--- src/hdl/codec_link_pkg.sv ---
// constants, field layouts and carrier types for the codec register access block
package codec_link_pkg;

  // register byte offsets
  localparam logic [15:0] OFF_COMMAND_PORT = 16'hF708;
  localparam logic [15:0] OFF_STATUS_FLAGS = 16'hF710;
  localparam logic [15:0] OFF_MASKED_FLAGS = 16'hF714;
  localparam logic [15:0] OFF_ENABLE_SET   = 16'hF718;
  localparam logic [15:0] OFF_ENABLE_CLEAR = 16'hF71C;

  // command port fields
  localparam int CMD_READ_BIT = 31;
  localparam int CMD_ID_LSB   = 24;
  localparam int CMD_ADDR_LSB = 16;
  localparam int CMD_DATA_LSB = 0;
  localparam int CODEC_ID_W   = 2;
  localparam int REG_ADDR_W   = 7;
  localparam int REG_DATA_W   = 16;
  localparam logic [REG_ADDR_W-1:0] REG_ADDR_RESET = 7'h00;
  localparam logic [REG_DATA_W-1:0] REG_DATA_RESET = 16'h0000;

  // status flag positions
  localparam int STATUS_W         = 16;
  localparam int ST_MODEM_RX_OVR  = 15;
  localparam int ST_MODEM_TX_UND  = 14;
  localparam int ST_AUDIO_RX_OVR  = 12;
  localparam int ST_LOWFREQ_UND   = 11;
  localparam int ST_CENTER_UND    = 10;
  localparam int ST_SURROUND_UND  = 9;
  localparam int ST_FRONT_UND     = 8;
  localparam int ST_PIN_EVENT     = 5;
  localparam int ST_CMD_READY     = 4;
  localparam int ST_SECONDARY_RDY = 1;
  localparam int ST_PRIMARY_RDY   = 0;
  localparam logic [STATUS_W-1:0] STICKY_MASK  = 16'hDF30;
  localparam logic [STATUS_W-1:0] IMPL_MASK    = 16'hDF33;
  localparam logic [STATUS_W-1:0] STICKY_RESET = 16'h0010;
  localparam logic [STATUS_W-1:0] ENABLE_RESET = 16'h0000;

  // link frame layout, bit positions counted from the first bit of slot 0
  localparam int FRAME_POS_W = 8;
  localparam int SLOT_W      = 20;
  localparam int TX_BITS     = 56;
  localparam logic [FRAME_POS_W-1:0] POS_SLOT0_LAST  = 8'h0F;
  localparam logic [FRAME_POS_W-1:0] POS_SLOT1_LAST  = 8'h23;
  localparam logic [FRAME_POS_W-1:0] POS_SLOT2_LAST  = 8'h37;
  localparam logic [FRAME_POS_W-1:0] POS_SLOT12_LAST = 8'hFF;
  localparam logic [FRAME_POS_W-1:0] POS_FRAME_START = 8'h00;
  localparam int TAG_FRAME_VALID = 15;
  localparam int TAG_SLOT1_VALID = 14;
  localparam int TAG_SLOT2_VALID = 13;
  localparam int TAG_CODEC_READY = 15;
  localparam int SLOT1_READ_BIT  = 19;
  localparam int SLOT1_ADDR_LSB  = 12;
  localparam int SLOT2_DATA_LSB  = 4;

  // build configuration
  localparam logic [CODEC_ID_W-1:0] NUM_CODECS_SERVED = 2'h2;
  localparam logic [2:0] REPLY_TIMEOUT_FRAMES = 3'h4;

  typedef struct packed {
    logic modem_rx_overrun;
    logic modem_tx_underrun;
    logic audio_rx_overrun;
    logic lowfreq_tx_underrun;
    logic center_tx_underrun;
    logic surround_tx_underrun;
    logic front_pair_tx_underrun;
  } dma_events_t;

  typedef struct packed {
    logic                  read_select;
    logic [CODEC_ID_W-1:0] target_codec_select;
    logic [REG_ADDR_W-1:0] codec_reg_address;
    logic [REG_DATA_W-1:0] codec_reg_value;
  } codec_cmd_t;

  typedef enum logic [1:0] {
    CMD_IDLE  = 2'b00,
    CMD_ARM   = 2'b01,
    CMD_SEND  = 2'b11,
    CMD_REPLY = 2'b10
  } cmd_state_t;

endpackage

--- src/hdl/codec_reg_access.sv ---
// codec command port, link status flags and interrupt for an AC-link controller
//
// Added by the designer: strobed register access.
`timescale 1ns/1ps

// How it works
// - command bit 31 high asks a codec register read, low asks a write.
// - command bits 25:24 pick the codec the access goes to.
// - ids 0..3 accepted; ids beyond the built codec count finish without link traffic.
// - address field resets to zero, reads back the address of a finished read.
// - data field resets to zero, supplies write data, returns read data.
// - command ready resets to one and shows that a new access may start.
// - a command port write drops command ready until the running access finishes; a write in the cycle after an access finishes leaves it set.
// - writing one to command ready clears it, zero leaves it.
// - modem receive overrun sets sticky bit 15, write one clears.
// - modem transmit underrun sets sticky bit 14, write one clears.
// - audio receive overrun sets sticky bit 12, write one clears.
// - audio transmit underruns set bits 11, 10, 9, 8, each write-one clear.
// - incoming slot 12 bit 0 high sets pin event bit 5.
// - writing one clears pin event only while slot 12 bit 0 is low.
// - bit 1 mirrors the slot 0 ready bit of serial line b.
// - bit 0 mirrors the slot 0 ready bit of serial line a.
// - interrupt is OR of status flags gated by their enable bits.
module codec_reg_access
  import codec_link_pkg::*;
(
  input  wire logic        I_SYS_CLK,
  input  wire logic        I_RST_N,
  input  wire logic [15:0] I_ADDR,
  input  wire logic [31:0] I_WDATA,
  input  wire logic        I_WR,
  input  wire logic        I_RD,
  output logic      [31:0] O_RDATA,
  output logic             O_IRQ,
  input  wire dma_events_t I_DMA_EVENTS,
  input  wire logic        I_BIT_CLK,
  input  wire logic        I_SERIAL_IN_LINE_A,
  input  wire logic        I_SERIAL_IN_LINE_B,
  output logic             O_SYNC,
  output logic             O_SERIAL_OUT
);

  function automatic logic hit(input logic [15:0] addr, input logic [15:0] off);
    hit = (addr == off);
  endfunction

  // out slots 0..2 of one access, first bit on the link at the top
  function automatic logic [TX_BITS-1:0] cmd_frame(input codec_cmd_t c);
    logic [15:0]       tag;
    logic [SLOT_W-1:0] slot1;
    logic [SLOT_W-1:0] slot2;
    tag                                 = 16'h0000;
    tag[TAG_FRAME_VALID]                = 1'b1;
    tag[TAG_SLOT1_VALID]                = 1'b1;
    tag[TAG_SLOT2_VALID]                = ~c.read_select; // a read carries no data slot
    tag[CODEC_ID_W-1:0]                 = c.target_codec_select;
    slot1                               = '0;
    slot1[SLOT1_READ_BIT]               = c.read_select;
    slot1[SLOT1_ADDR_LSB +: REG_ADDR_W] = c.codec_reg_address;
    slot2                               = '0;
    slot2[SLOT2_DATA_LSB +: REG_DATA_W] = c.codec_reg_value;
    cmd_frame                           = {tag, slot1, slot2};
  endfunction

  // pin synchronisers: clock and both data lines pass two flops
  logic [2:0] pin_meta_reg;
  logic [2:0] pin_sync_reg;
  logic       bclk_prev_reg;

  always_ff @(posedge I_SYS_CLK or negedge I_RST_N) begin
    if (!I_RST_N) begin
      pin_meta_reg  <= 3'h0;
      pin_sync_reg  <= 3'h0;
      bclk_prev_reg <= 1'b0;
    end else begin
      pin_meta_reg  <= {I_SERIAL_IN_LINE_B, I_SERIAL_IN_LINE_A, I_BIT_CLK};
      pin_sync_reg  <= pin_meta_reg;
      bclk_prev_reg <= pin_sync_reg[0];
    end
  end

  logic       bclk_rise;
  logic       bclk_fall;
  logic [1:0] line_bit;
  assign bclk_rise = pin_sync_reg[0] & ~bclk_prev_reg;
  assign bclk_fall = ~pin_sync_reg[0] & bclk_prev_reg;
  assign line_bit  = pin_sync_reg[2:1];

  // frame position: drive bit pos_reg on a rise, sample it on the next fall
  logic [FRAME_POS_W-1:0] pos_reg;
  logic [FRAME_POS_W-1:0] in_pos;
  assign in_pos = pos_reg - 8'h01;

  always_ff @(posedge I_SYS_CLK or negedge I_RST_N) begin
    if (!I_RST_N) begin
      pos_reg <= POS_FRAME_START;
    end else if (bclk_rise) begin
      pos_reg <= pos_reg + 8'h01;
    end
  end

  // register bus decode
  logic wr_cmd;
  logic wr_status;
  logic wr_en_set;
  logic wr_en_clr;
  assign wr_cmd    = I_WR & hit(I_ADDR, OFF_COMMAND_PORT);
  assign wr_status = I_WR & hit(I_ADDR, OFF_STATUS_FLAGS);
  assign wr_en_set = I_WR & hit(I_ADDR, OFF_ENABLE_SET);
  assign wr_en_clr = I_WR & hit(I_ADDR, OFF_ENABLE_CLEAR);

  // receive side: one shift register per serial input line
  logic [SLOT_W-1:0] rx_shift_reg [2];
  logic [SLOT_W-1:0] rx_slot1_reg [2];
  logic [SLOT_W-1:0] rx_tag_reg   [2];
  logic [1:0]        codec_ready_reg;
  logic [1:0]        pin_level_reg;

  for (genvar ln = 0; ln < 2; ln++) begin : g_rx_line
    logic [SLOT_W-1:0] shifted;
    assign shifted = {rx_shift_reg[ln][SLOT_W-2:0], line_bit[ln]};

    always_ff @(posedge I_SYS_CLK or negedge I_RST_N) begin
      if (!I_RST_N) begin
        rx_shift_reg[ln]    <= '0;
        rx_slot1_reg[ln]    <= '0;
        rx_tag_reg[ln]      <= '0;
        codec_ready_reg[ln] <= 1'b0;
        pin_level_reg[ln]   <= 1'b0;
      end else if (bclk_fall) begin
        rx_shift_reg[ln] <= shifted;
        if (in_pos == POS_SLOT0_LAST) begin
          rx_tag_reg[ln]      <= shifted;
          codec_ready_reg[ln] <= shifted[TAG_CODEC_READY];
        end
        if (in_pos == POS_SLOT1_LAST) begin
          rx_slot1_reg[ln] <= shifted;
        end
        if (in_pos == POS_SLOT12_LAST) begin
          pin_level_reg[ln] <= shifted[0];
        end
      end
    end
  end

  // modem codec may sit on either line
  logic pin_level;
  assign pin_level = |pin_level_reg;

  // command port and access sequencer
  codec_cmd_t        cmd_reg;
  cmd_state_t        state_reg;
  logic [TX_BITS-1:0] tx_shift_reg;
  logic [2:0]        frame_wait_reg;
  logic              cmd_done;
  logic              reply_line;
  logic [SLOT_W-1:0] reply_data;
  logic              reply_ok;
  logic              unserved;

  assign unserved   = (I_WDATA[CMD_ID_LSB +: CODEC_ID_W] >= NUM_CODECS_SERVED);
  assign reply_line = cmd_reg.target_codec_select[0];
  assign reply_data = {rx_shift_reg[reply_line][SLOT_W-2:0], line_bit[reply_line]};
  assign reply_ok   = rx_tag_reg[reply_line][TAG_SLOT1_VALID]
                    & rx_tag_reg[reply_line][TAG_SLOT2_VALID];

  always_ff @(posedge I_SYS_CLK or negedge I_RST_N) begin
    if (!I_RST_N) begin
      cmd_reg.read_select         <= 1'b0;
      cmd_reg.target_codec_select <= '0;
      cmd_reg.codec_reg_address   <= REG_ADDR_RESET;
      cmd_reg.codec_reg_value     <= REG_DATA_RESET;
      state_reg                   <= CMD_IDLE;
      tx_shift_reg                <= '0;
      frame_wait_reg              <= 3'h0;
      cmd_done                    <= 1'b0;
    end else begin
      cmd_done <= 1'b0;
      unique case (state_reg)
        CMD_IDLE: begin
          // a write while busy is refused; software must wait for ready
          if (wr_cmd) begin
            cmd_reg.read_select         <= I_WDATA[CMD_READ_BIT];
            cmd_reg.target_codec_select <= I_WDATA[CMD_ID_LSB +: CODEC_ID_W];
            cmd_reg.codec_reg_address   <= I_WDATA[CMD_ADDR_LSB +: REG_ADDR_W];
            cmd_reg.codec_reg_value     <= I_WDATA[CMD_DATA_LSB +: REG_DATA_W];
            if (unserved) begin
              cmd_done <= 1'b1;
            end else begin
              state_reg <= CMD_ARM;
            end
          end
        end
        CMD_ARM: begin
          // load on the last bit of a frame so slot 0 bit 15 leaves on the next rise
          if (bclk_rise && pos_reg == POS_SLOT12_LAST) begin
            tx_shift_reg <= cmd_frame(cmd_reg);
            state_reg    <= CMD_SEND;
          end
        end
        CMD_SEND: begin
          if (bclk_rise) begin
            tx_shift_reg <= {tx_shift_reg[TX_BITS-2:0], 1'b0};
            if (pos_reg == POS_SLOT2_LAST) begin
              frame_wait_reg <= 3'h0;
              if (cmd_reg.read_select) begin
                state_reg <= CMD_REPLY;
              end else begin
                state_reg <= CMD_IDLE;
                cmd_done  <= 1'b1;
              end
            end
          end
        end
        CMD_REPLY: begin
          if (bclk_fall && in_pos == POS_SLOT2_LAST && reply_ok) begin
            cmd_reg.codec_reg_address <=
              rx_slot1_reg[reply_line][SLOT1_ADDR_LSB +: REG_ADDR_W];
            cmd_reg.codec_reg_value   <= reply_data[SLOT2_DATA_LSB +: REG_DATA_W];
            state_reg                 <= CMD_IDLE;
            cmd_done                  <= 1'b1;
          end else if (bclk_rise && pos_reg == POS_SLOT12_LAST) begin
            // a silent codec must not hang the port forever
            if (frame_wait_reg == REPLY_TIMEOUT_FRAMES) begin
              state_reg <= CMD_IDLE;
              cmd_done  <= 1'b1;
            end else begin
              frame_wait_reg <= frame_wait_reg + 3'h1;
            end
          end
        end
      endcase
    end
  end

  // link outputs
  always_ff @(posedge I_SYS_CLK or negedge I_RST_N) begin
    if (!I_RST_N) begin
      O_SYNC       <= 1'b0;
      O_SERIAL_OUT <= 1'b0;
    end else if (bclk_rise) begin
      O_SYNC       <= (pos_reg <= POS_SLOT0_LAST);
      O_SERIAL_OUT <= (state_reg == CMD_SEND) & tx_shift_reg[TX_BITS-1];
    end
  end

  // sticky status flags; a set in the clearing cycle wins
  logic [STATUS_W-1:0] sticky_reg;
  logic [STATUS_W-1:0] sticky_set;
  logic [STATUS_W-1:0] sticky_clr;
  logic [STATUS_W-1:0] status_word;
  logic [STATUS_W-1:0] enable_reg;
  logic [STATUS_W-1:0] enable_next;
  logic [STATUS_W-1:0] masked_word;

  always_comb begin
    sticky_set                  = '0;
    sticky_set[ST_MODEM_RX_OVR] = I_DMA_EVENTS.modem_rx_overrun;
    sticky_set[ST_MODEM_TX_UND] = I_DMA_EVENTS.modem_tx_underrun;
    sticky_set[ST_AUDIO_RX_OVR] = I_DMA_EVENTS.audio_rx_overrun;
    sticky_set[ST_LOWFREQ_UND]  = I_DMA_EVENTS.lowfreq_tx_underrun;
    sticky_set[ST_CENTER_UND]   = I_DMA_EVENTS.center_tx_underrun;
    sticky_set[ST_SURROUND_UND] = I_DMA_EVENTS.surround_tx_underrun;
    sticky_set[ST_FRONT_UND]    = I_DMA_EVENTS.front_pair_tx_underrun;
    sticky_set[ST_PIN_EVENT]    = pin_level;
    sticky_set[ST_CMD_READY]    = cmd_done;
    sticky_clr = wr_status ? (I_WDATA[STATUS_W-1:0] & STICKY_MASK) : '0;
    if (pin_level) begin
      sticky_clr[ST_PIN_EVENT] = 1'b0;
    end
    if (wr_cmd) begin
      sticky_clr[ST_CMD_READY] = 1'b1;
    end
  end

  always_ff @(posedge I_SYS_CLK or negedge I_RST_N) begin
    if (!I_RST_N) begin
      sticky_reg <= STICKY_RESET;
    end else begin
      sticky_reg <= ((sticky_reg & ~sticky_clr) | sticky_set) & STICKY_MASK;
    end
  end

  always_comb begin
    status_word                   = sticky_reg;
    status_word[ST_SECONDARY_RDY] = codec_ready_reg[1];
    status_word[ST_PRIMARY_RDY]   = codec_ready_reg[0];
  end

  // interrupt enable, write-one-set and write-one-clear views
  always_comb begin
    enable_next = enable_reg;
    if (wr_en_set) begin
      enable_next = enable_next | I_WDATA[STATUS_W-1:0];
    end
    if (wr_en_clr) begin
      enable_next = enable_next & ~I_WDATA[STATUS_W-1:0];
    end
    enable_next = enable_next & IMPL_MASK;
  end

  always_ff @(posedge I_SYS_CLK or negedge I_RST_N) begin
    if (!I_RST_N) begin
      enable_reg <= ENABLE_RESET;
    end else begin
      enable_reg <= enable_next;
    end
  end

  assign masked_word = status_word & enable_reg;

  always_ff @(posedge I_SYS_CLK or negedge I_RST_N) begin
    if (!I_RST_N) begin
      O_IRQ <= 1'b0;
    end else begin
      O_IRQ <= |masked_word;
    end
  end

  // read data valid only in the cycle after the read strobe
  logic [31:0] rdata_next;

  always_comb begin
    rdata_next = 32'h0000_0000;
    if (I_RD) begin
      case (I_ADDR)
        OFF_COMMAND_PORT: begin
          rdata_next = {9'h000, cmd_reg.codec_reg_address, cmd_reg.codec_reg_value};
        end
        OFF_STATUS_FLAGS: begin
          rdata_next = {16'h0000, status_word};
        end
        OFF_MASKED_FLAGS: begin
          rdata_next = {16'h0000, masked_word};
        end
        OFF_ENABLE_SET: begin
          rdata_next = {16'h0000, enable_reg};
        end
        default: begin
          rdata_next = 32'h0000_0000;
        end
      endcase
    end
  end

  always_ff @(posedge I_SYS_CLK or negedge I_RST_N) begin
    if (!I_RST_N) begin
      O_RDATA <= 32'h0000_0000;
    end else begin
      O_RDATA <= rdata_next;
    end
  end

endmodule

--- config.mk ---
export PLATFORM = sky130hd
export DESIGN_NAME = codec_reg_access
export DESIGN_NICKNAME = d
export VERILOG_FILES = /design/src/hdl/codec_link_pkg.sv /design/src/hdl/codec_reg_access.sv
export SDC_FILE = /design/constraint.sdc
export NUM_CORES = 1
export LEC_CHECK = 0
export ABC_AREA = 1
export BUFFER_PORTS_ARGS = -buffer_cell sky130_fd_sc_hd__buf_2
export CAP_MARGIN = 10
export CORE_MARGIN = 1.5
export CORE_UTILIZATION = 64
export DETAILED_ROUTE_END_ITERATION = 16
export PLACE_DENSITY = 0.86
export SYNTH_ARGS = -nofsm -noshare
export SYNTH_HDL_FRONTEND = slang
export SYNTH_SLANG_ARGS = --single-unit
--- constraint.sdc ---
create_clock -name I_SYS_CLK -period 2.8 [get_ports I_SYS_CLK]
set_input_delay 0.42 -clock I_SYS_CLK [delete_from_list [all_inputs] [get_ports I_SYS_CLK]]
set_output_delay 0.42 -clock I_SYS_CLK [all_outputs]
set_load 0.02 [all_outputs]
### Word-level counts from Yosys, hierarchy flattened

Index checks and enable logic that the tools add are counted.

* $add $sub $neg: 3
* magnitude comparators: 3
* equality and inequality tests: 26
* multiplexer cells: 47
* bitwise operators: 19
* reductions and logical operators: 17

Operator list (count)
* 19-bit two-way mux: 6
* 56-bit two-way mux: 2
* 56-bit one-hot mux with 2 select lines: 1
* 23-bit one-hot mux with 4 select lines: 1
* 16-bit == test (second input constant): 5
* 23-bit two-way mux: 3
* 16-bit bitwise AND: 3
* 16-bit two-way mux: 3
* 23-bit one-hot mux with 2 select lines: 1
* 15-bit two-way mux: 3
* 16-bit inverter: 2
* 16-bit bitwise OR: 2
* 8-bit by 6-bit == test with 1-bit output (second input constant): 3
* 2-bit two-way mux: 9
* 2-bit != test (second input constant): 9
* 8-bit == test (second input constant): 2
* 16-bit OR reduction: 1
* 3-bit two-way mux: 5
* 1-bit two-way mux: 10
* 8-bit by 1-bit adder with 8-bit output (second input constant): 1
* 1-bit bitwise AND: 8
* 8-bit by 4-bit == test with 1-bit output (second input constant): 1
* 8-bit by 4-bit less-or-equal comparator with 1-bit output (second input constant): 1
* 2-bit one-hot mux with 4 select lines: 1
* other kinds (19): 32

* bits in registers: 268
* input port bits: 62
* output and inout port bits: 35
* logic and storage cells: 143

### Longest topological paths before layout

Gate-level depths: netlist (run 1).

* word-level depth: 8
* mapped depth: 13

### Worst setup path before layout (run 1)

Ideal clock, no wire load.

* path kind: flip-flop to flip-flop
* start: reg pos_reg[0]
* end: reg rx_slot1_reg[33] (netlist bit)
* setup time: 0.122 ns
* arrival: 1.728 ns
* slack: 0.950 ns
* cell stages (with the launch flop): 9
* period minus slack after synthesis: 1.850 ns
* cells stage by stage: dfrtp_1 inv_1 ha_1 nand2_1 nor4_1 nand4_4 buf_2 nand2_1 o21ai_1

* cells in the longest elaborated chain, start to end: 3

Ends and longest elaborated chain
* start, declared: RTL line codec_reg_access.sv:90 `logic [FRAME_POS_W-1:0] pos_reg;`
* start signal, assigned: RTL line codec_reg_access.sv:98 `pos_reg <= pos_reg + 8'h01;`
* 8-bit by 1-bit subtractor with 8-bit output: RTL line codec_reg_access.sv:92 `assign in_pos = pos_reg - 8'h01;`
* named net in_pos[0]: RTL line codec_reg_access.sv:91 `logic [FRAME_POS_W-1:0] in_pos;`
* 8-bit by 6-bit == test with 1-bit output: RTL line codec_reg_access.sv:136 `if (in_pos == POS_SLOT1_LAST) begin`
* 2-bit AND reduction (no line)
* end signal, assigned by index: RTL line codec_reg_access.sv:137 `rx_slot1_reg[ln] <= shifted;`
* end, declared: RTL line codec_reg_access.sv:114 `logic [SLOT_W-1:0] rx_slot1_reg [2];`

The timed path passes the listed nets, and every way through them passes these cells.
A chain may end at the register's enable or synchronous reset.

### Worst setup path in the final report (run 1)

* start: reg pos_reg[0]
* end: reg rx_slot1_reg[36] (netlist bit)

Same word-level chain as after synthesis.

==> impl_metrics.toml, run 1 <==
[run_status]
run_status = "complete, no violations"

[yosys]
ys_ff_latch = 205
netlist_instances = 1134
synth-edff-count = 0
synthArstFlopShare_pct = 100
ys_types = 46
syn_area_per_cell_um2 = 8.43
yosys_warnings = 0
synth_ff_type = "dfrtp_1"
synth_seq_area_share_pct = 53.7
syn_area_um2 = 9560

[worst_setup_path]
worst_setup_path_end_kind = "register"
slowest_delay_ns = 0.45
crit_top_cell = "nand2_1"
worstPathMaxFanout = 28
worst-endpoint-arrival_ns = 2.62
slowest_stage = "nor4_1"
path_cells = "inv_1 > ha_1 > nand2_1 > nor4_1 > nand4_4 > nand2_1 > o21ai_1"
crit_path_start_kind = "register"
cp_data_required_time_ns = 3.16
crit_type = "reg2reg"

[floorplanning]
core-area_um2 = 14500
rows = 44
ios = 97
fp.dieH_um = 125
dieArea_um2 = 15700
initial_core_util_pct = 65.8
die_w_um = 125

[timing]
hold_viol = 0
timing.final.crit_share_pct = 80.7
period_minus_slack_ns = 2.26
slew_violations = 0
max_freq_ghz = 0.442
slew_headroom_pct = 60.9
tightest_slew_ns = 0.587
finClkSkew_ns = 0.0161
setup_tns_ns = 0
setup_viol = 0
rsz0062_at_grt = "false"

[clock_tree]
clockRootBuffer = "clkbuf_16"
clk_pin_slew_worst_paths_ns = 0.06
cts_tree = "yes"
cts-htree-levels = 1
clock_latency_ns = 0.50
cts_hold_buf = 1
clock_sinks = 205
cts_buffers = 21
cts_buffer_depth = 3
post_cts_buffers = 0
cts_resized = 0

[final_layout]
insertedDiodeCount = 0
area_delta_synth_final_pct = 12.2
final_nets = 1266
fin_area_um2 = 10700
layout-drive-gt1-share_pct = 14.6
largest_reg_flops = 52

[grt]
grt_pass1_vias = 7509
grt_pass1_wl_mm = 37.2
grt_usage_pct = 29.2
gr-usage-met3_pct = 4.45
antenna_found_initial = 0
gr-total-overflow = 0
use_met2_pct = 47.1
grt_max_degree = 70
gr-max-usage-layer = "met2"
met1_usage_pct = 41.1

[placement]
place_area_um2 = 10100
portBuffers = 81
dp_hpwl_mm = 15.2
place.gp.congestion = 0.884

[power]
p_leak_nw = 5.42
p_per_area_nw_per_um2 = 841
max-vdd-ir-drop_mv = 0.676

[detailed_routing]
drt_iter0_drc = 807
num_vias = 7901
drc = 0
wl_per_cell_um = 15.9
first_pass_iters = 5
postRouteAntennaNets = 0
viasPerCell = 5.66
drt-total-wl_mm = 22.2

[flow_run]
max-cap-violations = 0

[worst_hold_path]
worstHoldPathType = "in2reg"
[critical path: cells and delay by family (launching register included)]
kind,cells,cell delay (ns)
AOI/OAI and AO/OA,1,0.09
adders and majority gates,1,0.31
buffers and inverters,1,0.17
DFF,1,0.41
and+or+nand+nor,4,1.13
[layout make-up]
class / count / area [µm²]
inverter: 128 / 480
sequential: 205 / 5130
multi-input combinational: 743 / 3630
clock buffer: 25 / 571
fill: 1093 / 3810
tap: 184 / 230
clock inverter: 11 / 87.6
timing repair buffer: 101 / 592
[placed cells by master, fill, tap and decap left out, types with 9 or more instances in the layout]
cell / n
o21ai_0: 82
o21ai_1: 20
buf_2: 80
nor2_1: 106
nand3_1: 96
nand2_1: 271
inv_1: 124
conb_1: 9
mux2_2: 12
a31oi_1: 27
buf_4: 17
nor3_1: 22
clkbuf_16: 21
a22oi_1: 11
dfrtp_1: 204
a21oi_1: 15
o21a_1: 9
[final timing paths]
| kind | to | cells past startpoint | slack, ns | startpoint |
|---|---|---|---|---|
| worst max-delay path | rx_slot1_reg[36]$_DFFE_PN0P_ | 7 | 0.54 | pos_reg[0]$_DFFE_PN0P_ |
| min in group asynchronous | O_RDATA[15]$_DFF_PN0_ | 2 | 0.48 | I_RST_N |
| worst max register to register | rx_slot1_reg[36]$_DFFE_PN0P_ | 7 | 0.54 | pos_reg[0]$_DFFE_PN0P_ |
| worst min-delay path | pin_meta_reg[2]$_DFF_PN0_ | 1 | 0.04 | I_SERIAL_IN_LINE_B |
| max in group asynchronous | cmd_reg[19]$_DFFE_PN0P_ | 3 | 1.45 | I_RST_N |
| worst min register to register | pin_sync_reg[1]$_DFF_PN0_ | 0 | 0.35 | pin_meta_reg[1]$_DFF_PN0_ |
[cell usage after synthesis, types with 2 or more instances]
library cell  count  area, µm²
xor2_1            4       35.0
nand4_1           8       50.1
o21a_1            9       67.6
clkbuf_1         29        109
nand2_4           2       22.5
inv_2             2       7.51
o211ai_1          4       30.0
nand3_2           3       30.0
nand3_1          96        480
a21oi_1          15       75.1
nor2_2            7       43.8
nand2_2           5       31.3
inv_1           124        465
mux2i_1           8       80.1
o21ai_1          20        100
o21bai_1          2       15.0
dfrtp_1         204       5100
buf_4            12       90.1
o21ai_0          82        410
nor2_1          107        402
nor3_1           22        110
a31oi_1          27        169
mux2_2           12        135
clkinv_1          2       7.51
buf_6             4       45.0
nand2_1         272       1020
buf_2            20        100
a22oi_1          11       82.6
ha_1              4       50.1
[metal layers]
| metal | share of wire, % | up-vias |
|---|---|---|
| met2 | 47 | 291 |
| li1 | - | 3766 |
| met5 | 0 | - |
| met3 | 6.4 | 63 |
| met4 | 3.7 | 0 |
| met1 | 43 | 3781 |
[kinds of logic (layout without fill, tap and decap cells)]
| family | Yosys count | after routing | synth area share, % |
|---|---|---|---|
| AO/OA/AOI/OAI | 174 | 174 | 10.3 |
| XOR/XNOR | 5 | 5 | 0.458 |
| adder cells (fa/ha/maj) | 4 | 4 | 0.524 |
| buffers and inverters | 194 | 265 | 8.68 |
| flip-flops | 205 | 205 | 53.7 |
| multiplexers | 20 | 20 | 2.25 |
| other | 1 | 9 | 0.0392 |
| AND/OR/NAND/NOR | 531 | 531 | 24.1 |
[report_power, final]
part / total [W] / switching, W / internal (W) / leakage, nW
registers: 0.00393 / 0.000399 / 0.00353 / 2.48
logic: 0.00240 / 0.00159 / 0.000808 / 2.62
clock network: 0.00269 / 0.00114 / 0.00155 / 0.323
total: 0.00902 / 0.00313 / 0.00589 / 5.42
[through the flow]
stage               total power [W]  utilization, %  hold slack, ns  instances  setup WS [ns]
global placement            0.00621            69.2           0.333       1360          0.530
CTS                         0.00905            73.8          0.0210       1397          0.575
floorplan                   0.00569               -           0.124       1142          0.950
detailed placement          0.00634            69.2           0.337       1360          0.485
global route                0.00953            73.8          0.0223       1397          0.392
finish                      0.00902            73.8          0.0355       1397          0.539
No activity file was read; power rests on OpenSTA's default activity.
==> inputs of run 2 (changes only) <==
--- a/config.mk
+++ b/config.mk
@@ -9,9 +9,9 @@
 export BUFFER_PORTS_ARGS = -buffer_cell sky130_fd_sc_hd__buf_2
 export CAP_MARGIN = 10
 export CORE_MARGIN = 1.5
-export CORE_UTILIZATION = 64
+export CORE_UTILIZATION = 53
 export DETAILED_ROUTE_END_ITERATION = 16
-export PLACE_DENSITY = 0.86
+export PLACE_DENSITY = 0.76
 export SYNTH_ARGS = -nofsm -noshare
 export SYNTH_HDL_FRONTEND = slang
 export SYNTH_SLANG_ARGS = --single-unit
==> constraint.sdc (replaced) <==
create_clock -name I_SYS_CLK -period 1.8 [get_ports I_SYS_CLK]
set_input_delay 0.27 -clock I_SYS_CLK [delete_from_list [all_inputs] [get_ports I_SYS_CLK]]
set_output_delay 0.27 -clock I_SYS_CLK [all_outputs]
set_load 0.02 [all_outputs]
==> run 2 against run 1 <==
Net effect: the flow now finishes with violations (setup timing); non-clock buffer count up 72; sequential power up 57%; clock-buffer cell count up 11; die area up 20%; critical path depth up 6; critical endpoint is now cmd_reg[4]$_DFFE_PN0P_.
==> impl_metrics.toml, run 2 (synthesis results as in run 1) <==
[worst_setup_path]
crit_path_start_kind = "register"
r2r_cells = 13
crit_type = "reg2reg"
worst-endpoint-arrival_ns = 2.25
r2r_start = "pos_reg[1]$_DFFE_PN0P_"
worst_setup_path_end_kind = "register"
r2r_end = "cmd_reg[4]$_DFFE_PN0P_"
worstPathMaxFanout = 6
cp_data_required_time_ns = 2.20
r2r_slack_ns = -0.05

[floorplanning]
rows = 48
fp.dieH_um = 137
dieArea_um2 = 18900
ios = 97
core-area_um2 = 17500
die_w_um = 137
initial_core_util_pct = 54.7

[clock_tree]
clockRootBuffer = "clkbuf_16"
clock_latency_ns = 0.51
clock_sinks = 205
cts_buffer_depth = 3
clk_pin_slew_worst_paths_ns = 0.06
cts_buffers = 22
cts-htree-levels = 1
cts_tree = "yes"

[timing]
setup_tns_ns = -0.239
setup_viol = 24
slew_violations = 0
hold_viol = 0
finClkSkew_ns = 0.0144
period_minus_slack_ns = 1.85
max_freq_ghz = 0.542
slew_headroom_pct = 43.0
rsz0062_at_grt = "true"
tightest_slew_ns = 0.856
timing.final.ws_setup_ns = -0.0452
timing.final.crit_share_pct = 103

[power]
p_leak_nw = 5.94
total_power_w = 0.0159
max-vdd-ir-drop_mv = 1.07
p_per_area_nw_per_um2 = 1310

[grt]
gr-total-overflow = 0
grt_usage_pct = 26.1
grt_pass1_wl_mm = 38.7
antenna_found_initial = 0
grt_pass1_vias = 7713
grt_max_degree = 56

[detailed_routing]
num_vias = 8269
drt_iter0_drc = 894
drt-total-wl_mm = 25.3
viasPerCell = 5.45
wl_per_cell_um = 16.7
drc = 0
postRouteAntennaNets = 0
first_pass_iters = 5

[final_layout]
layout-drive-gt1-share_pct = 22.5
layout_common_cells = "nand2_1, dfrtp_1, inv_1, nor2_1"
final_common_cell = "nand2_1"
final_util_pct = 69.3
area_delta_synth_final_pct = 26.7
final_nets = 1341
fill_cells = 1299
fin_area_um2 = 12100
largest_reg_flops = 52
insertedDiodeCount = 0
final_cells = 1516

[run_status]
run_status = "finished, violations left"
violations = "setup timing"

[placement]
place.gp.congestion = 0.885
dp.cells = 1438
place_area_um2 = 10500
dp_hpwl_mm = 15.8
portBuffers = 81

[flow_run]
max-cap-violations = 0

[worst_hold_path]
hold_depth = 2
worstHoldPathType = "in2reg"
min_from = "I_WDATA[1]"
[run 2: cell count changes in the layout (fill, tap and decap cells not counted), sizes merged]
cell	before	now
dlygate4sd3	1	19
clkinvlp	3	0
clkbuf	26	44
clkinv	9	5
buf	99	146
nand2	279	280
nand4	10	11
[run 2: per-stage QoR]
| step | hold WS, ns | worst slack [ns] |
|---|---|---|
| final | 0.0193 | -0.0452 |
| after global routing | 0.0200 | -0.158 |
| after CTS | 0.00485 | -0.0163 |
| after detailed placement | 0.191 | -0.0880 |
| after global placement | 0.182 | -0.0358 |
| after floorplan | -0.0256 | 0.0161 |
[run 2: final cells by class]
type / instances / area, µm² / share of cell area [%]
flip-flops and latches: 205 / 5130 / 42.4
repair buffers: 173 / 1500 / 12.4
multi-input cells: 745 / 4000 / 33.0
inverters: 128 / 480 / 3.97
clock inverters: 4 / 48.8 / 0.403
clock buffers: 36 / 674 / 5.57
well taps: 225 / 282 / 2.32
[run 2: metal layers]
layer | global-route usage (%) | wire (µm) | vias to the layer above
met5 | 0 | 0 | -
met4 | 7.49 | 721 | 0
met3 | 3.61 | 1590 | 62
met2 | 42.0 | 12200 | 333
met1 | 37.2 | 10800 | 3948
li1 | - | - | 3926
[run 2: timing repair]
item | 4_1_cts | 5_1_grt
hold endpoints to repair | 167 | 0
setup endpoints to repair | 66 | 90
pin swaps | 2 | 18
buffers inserted | 1 | 6
hold buffers | 19 | 0
cloned | 1 | 11
gates resized for setup | 9 | 91
[run 2: power by group]
part	internal [W]	total, W	switching, W	leakage, nW
registers	0.00550	0.00618	0.000676	2.48
clock network	0.00270	0.00450	0.00180	0.355
logic	0.00207	0.00521	0.00314	3.10
total	0.0103	0.0159	0.00562	5.94
[run 2: worst max-delay path by stage]
stage / slack [ns] / cells after the start / to / start
after floorplan: 0.02 / 12 / cmd_reg[0]$_DFFE_PN0P_ / pos_reg[0]$_DFFE_PN0P_
after global placement: -0.04 / 11 / cmd_reg[16]$_DFFE_PN0P_ / pos_reg[0]$_DFFE_PN0P_
after detailed placement: -0.09 / 12 / cmd_reg[8]$_DFFE_PN0P_ / pos_reg[1]$_DFFE_PN0P_
after CTS: -0.02 / 12 / cmd_reg[5]$_DFFE_PN0P_ / pos_reg[0]$_DFFE_PN0P_
after global routing: -0.16 / 13 / cmd_reg[22]$_DFFE_PN0P_ / pos_reg[1]$_DFFE_PN0P_
final: -0.05 / 13 / cmd_reg[4]$_DFFE_PN0P_ / pos_reg[1]$_DFFE_PN0P_
[run 2: critical path, stage by stage, from the launching register on]
cell and delay, ns:
dfrtp_1 0.40, inv_2 0.07, ha_4 0.19, nand2_1 0.09
nand2_2 0.08, nand2_2 0.11, nand3_4 0.09, nor2_4 0.15
nand3_4 0.12, nand2_8 0.12, clkbuf_16 0.15, nand2_2 0.04
nand2_1 0.07, inv_1 0.06
==> inputs of run 3 (changes only) <==
--- a/config.mk
+++ b/config.mk
@@ -12,6 +12,7 @@
 export CORE_UTILIZATION = 53
 export DETAILED_ROUTE_END_ITERATION = 16
 export PLACE_DENSITY = 0.76
+export RECOVER_POWER = 100
 export SYNTH_ARGS = -nofsm -noshare
 export SYNTH_HDL_FRONTEND = slang
 export SYNTH_SLANG_ARGS = --single-unit
==> run 3 against run 2 <==
Net effect: the run still ends with setup timing left; flip-flop and latch count did not move; clock power barely moved; fmax up 0.47%; final cell count is the same; hold slack worse by 0.0063 ns; die area unchanged; sequential share of layout area is 0.45 points higher; power is 0.14% lower; critical path type unchanged; largest cell class unchanged; largest power group unchanged.
==> impl_metrics.toml, run 3 (synthesis results as in run 1) <==
[worst_setup_path]
worst_setup_path_end_kind = "register"
crit_type = "reg2reg"
worst-endpoint-arrival_ns = 2.25
crit_path_start_kind = "register"
cp_data_required_time_ns = 2.21
worstPathMaxFanout = 7

[grt]
grt_pass1_wl_mm = 38.7
gr-total-overflow = 0
antenna_found_initial = 0
grt_pass1_vias = 7713
grt_max_degree = 56
grt_usage_pct = 26.1

[power]
total_power_w = 0.0159
p_leak_nw = 5.78
p_per_area_nw_per_um2 = 1320
max-vdd-ir-drop_mv = 1.07

[floorplanning]
ios = 97
core-area_um2 = 17500
dieArea_um2 = 18900
fp.dieH_um = 137
rows = 48
die_w_um = 137
initial_core_util_pct = 54.7

[detailed_routing]
first_pass_iters = 5
drt-total-wl_mm = 25.4
postRouteAntennaNets = 0
viasPerCell = 5.47
drt_iter0_drc = 926
drc = 0
wl_per_cell_um = 16.7
num_vias = 8298

[final_layout]
fin_area_um2 = 12000
layout-drive-gt1-share_pct = 19.8
insertedDiodeCount = 0
layout_common_cells = "nand2_1, dfrtp_1, inv_1, nor2_1, nand3_1"
area_delta_synth_final_pct = 25.4
final_common_cell = "nand2_1"
largest_reg_flops = 52
final_nets = 1341

[timing]
rsz0062_at_grt = "true"
timing.final.ws_setup_ns = -0.0366
hold_viol = 0
period_minus_slack_ns = 1.84
setup_tns_ns = -0.294
whs_ns = 0.0130
slew_violations = 0
slew_headroom_pct = 38.4
finClkSkew_ns = 0.0143
timing.final.crit_share_pct = 102
tightest_slew_ns = 0.923
setup_viol = 27
max_freq_ghz = 0.544

[placement]
portBuffers = 81
dp_hpwl_mm = 15.8
place.gp.congestion = 0.885
place_area_um2 = 10500
pre_cts_slack_ns = -0.0880

[run_status]
violations = "setup timing"
run_status = "finished, violations left"

[flow_run]
max-cap-violations = 0

[clock_tree]
clock_sinks = 205
cts_buffer_depth = 3
cts_tree = "yes"
clockRootBuffer = "clkbuf_16"
clk_pin_slew_worst_paths_ns = 0.06
cts-htree-levels = 1
cts_buffers = 22
clock_latency_ns = 0.51

[worst_hold_path]
worstHoldPathType = "in2reg"
[run 3: cell types whose count changed in the layout (fill, tap and decap cells not counted), sizes merged]
cell    change
buf        -37
clkbuf     +37
[run 3: area by class of cell]
cell class,count,area [µm²]
Clock buffer,36,674
Clock inverter,4,48.8
Fill cell,1333,5490
Inverter,128,480
Multi-Input combinational cell,745,3990
Sequential cell,205,5130
Tap cell,225,282
Timing Repair Buffer,173,1380
[run 3: repair_timing]
action	4_1_cts	5_1_grt
cloned	1	11
resized for setup	9	91
pin swaps	2	18
setup buffers	1	6
endpoints found under the hold margin	167	0
setup endpoints to repair	66	90
hold buffers	19	0
[run 3: where the power goes]
group / internal [W] / total [W] / switching (W)
combinational: 0.00205 / 0.00518 / 0.00314
clock: 0.00270 / 0.00450 / 0.00180
sequential: 0.00550 / 0.00618 / 0.000683
total: 0.0102 / 0.0159 / 0.00562
[run 3: worst paths after layout]
kind | slack (ns) | cells past startpoint | startpoint | endpoint
worst max-delay path | -0.04 | 10 | pos_reg[1]$_DFFE_PN0P_ | tx_shift_reg[35]$_DFFE_PN0P_
min in group asynchronous | 0.36 | 2 | I_RST_N | pos_reg[0]$_DFFE_PN0P_
worst min register to register | 0.35 | 0 | pin_meta_reg[2]$_DFF_PN0_ | pin_sync_reg[2]$_DFF_PN0_
max in group asynchronous | 0.25 | 3 | I_RST_N | tx_shift_reg[42]$_DFFE_PN0P_
worst max register to register | -0.04 | 10 | pos_reg[1]$_DFFE_PN0P_ | tx_shift_reg[35]$_DFFE_PN0P_
worst min-delay path | 0.01 | 2 | I_WDATA[1] | register
[run 3: metrics by stage]
| stage | cells | util (%) |
|---|---|---|
| 6_report | 1516 | 68.6 |
| 5_1_grt | 1516 | 68.6 |
| 4_1_cts | 1499 | 65.7 |
| 3_5_place_dp | 1438 | 60.1 |
| 3_3_place_gp | 1438 | 60.1 |
| 2_1_floorplan | 1142 | - |
[run 3: critical path: stages, from the launching register on]
cell,delay (ns)
dfrtp_1,0.40
ha_2,0.21
nand2_2,0.08
nor2_4,0.13
nand3_4,0.08
nor2_4,0.16
nand2_4,0.14
nand2_8,0.19
buf_8,0.14
nor2_1,0.04
a31oi_1,0.17
[run 3: layer usage]
metal	GRT usage (%)	part of all wire, %
met4	7.49	2.7
met5	0	0
met3	3.61	6.5
met1	37.2	43
met2	42.0	48
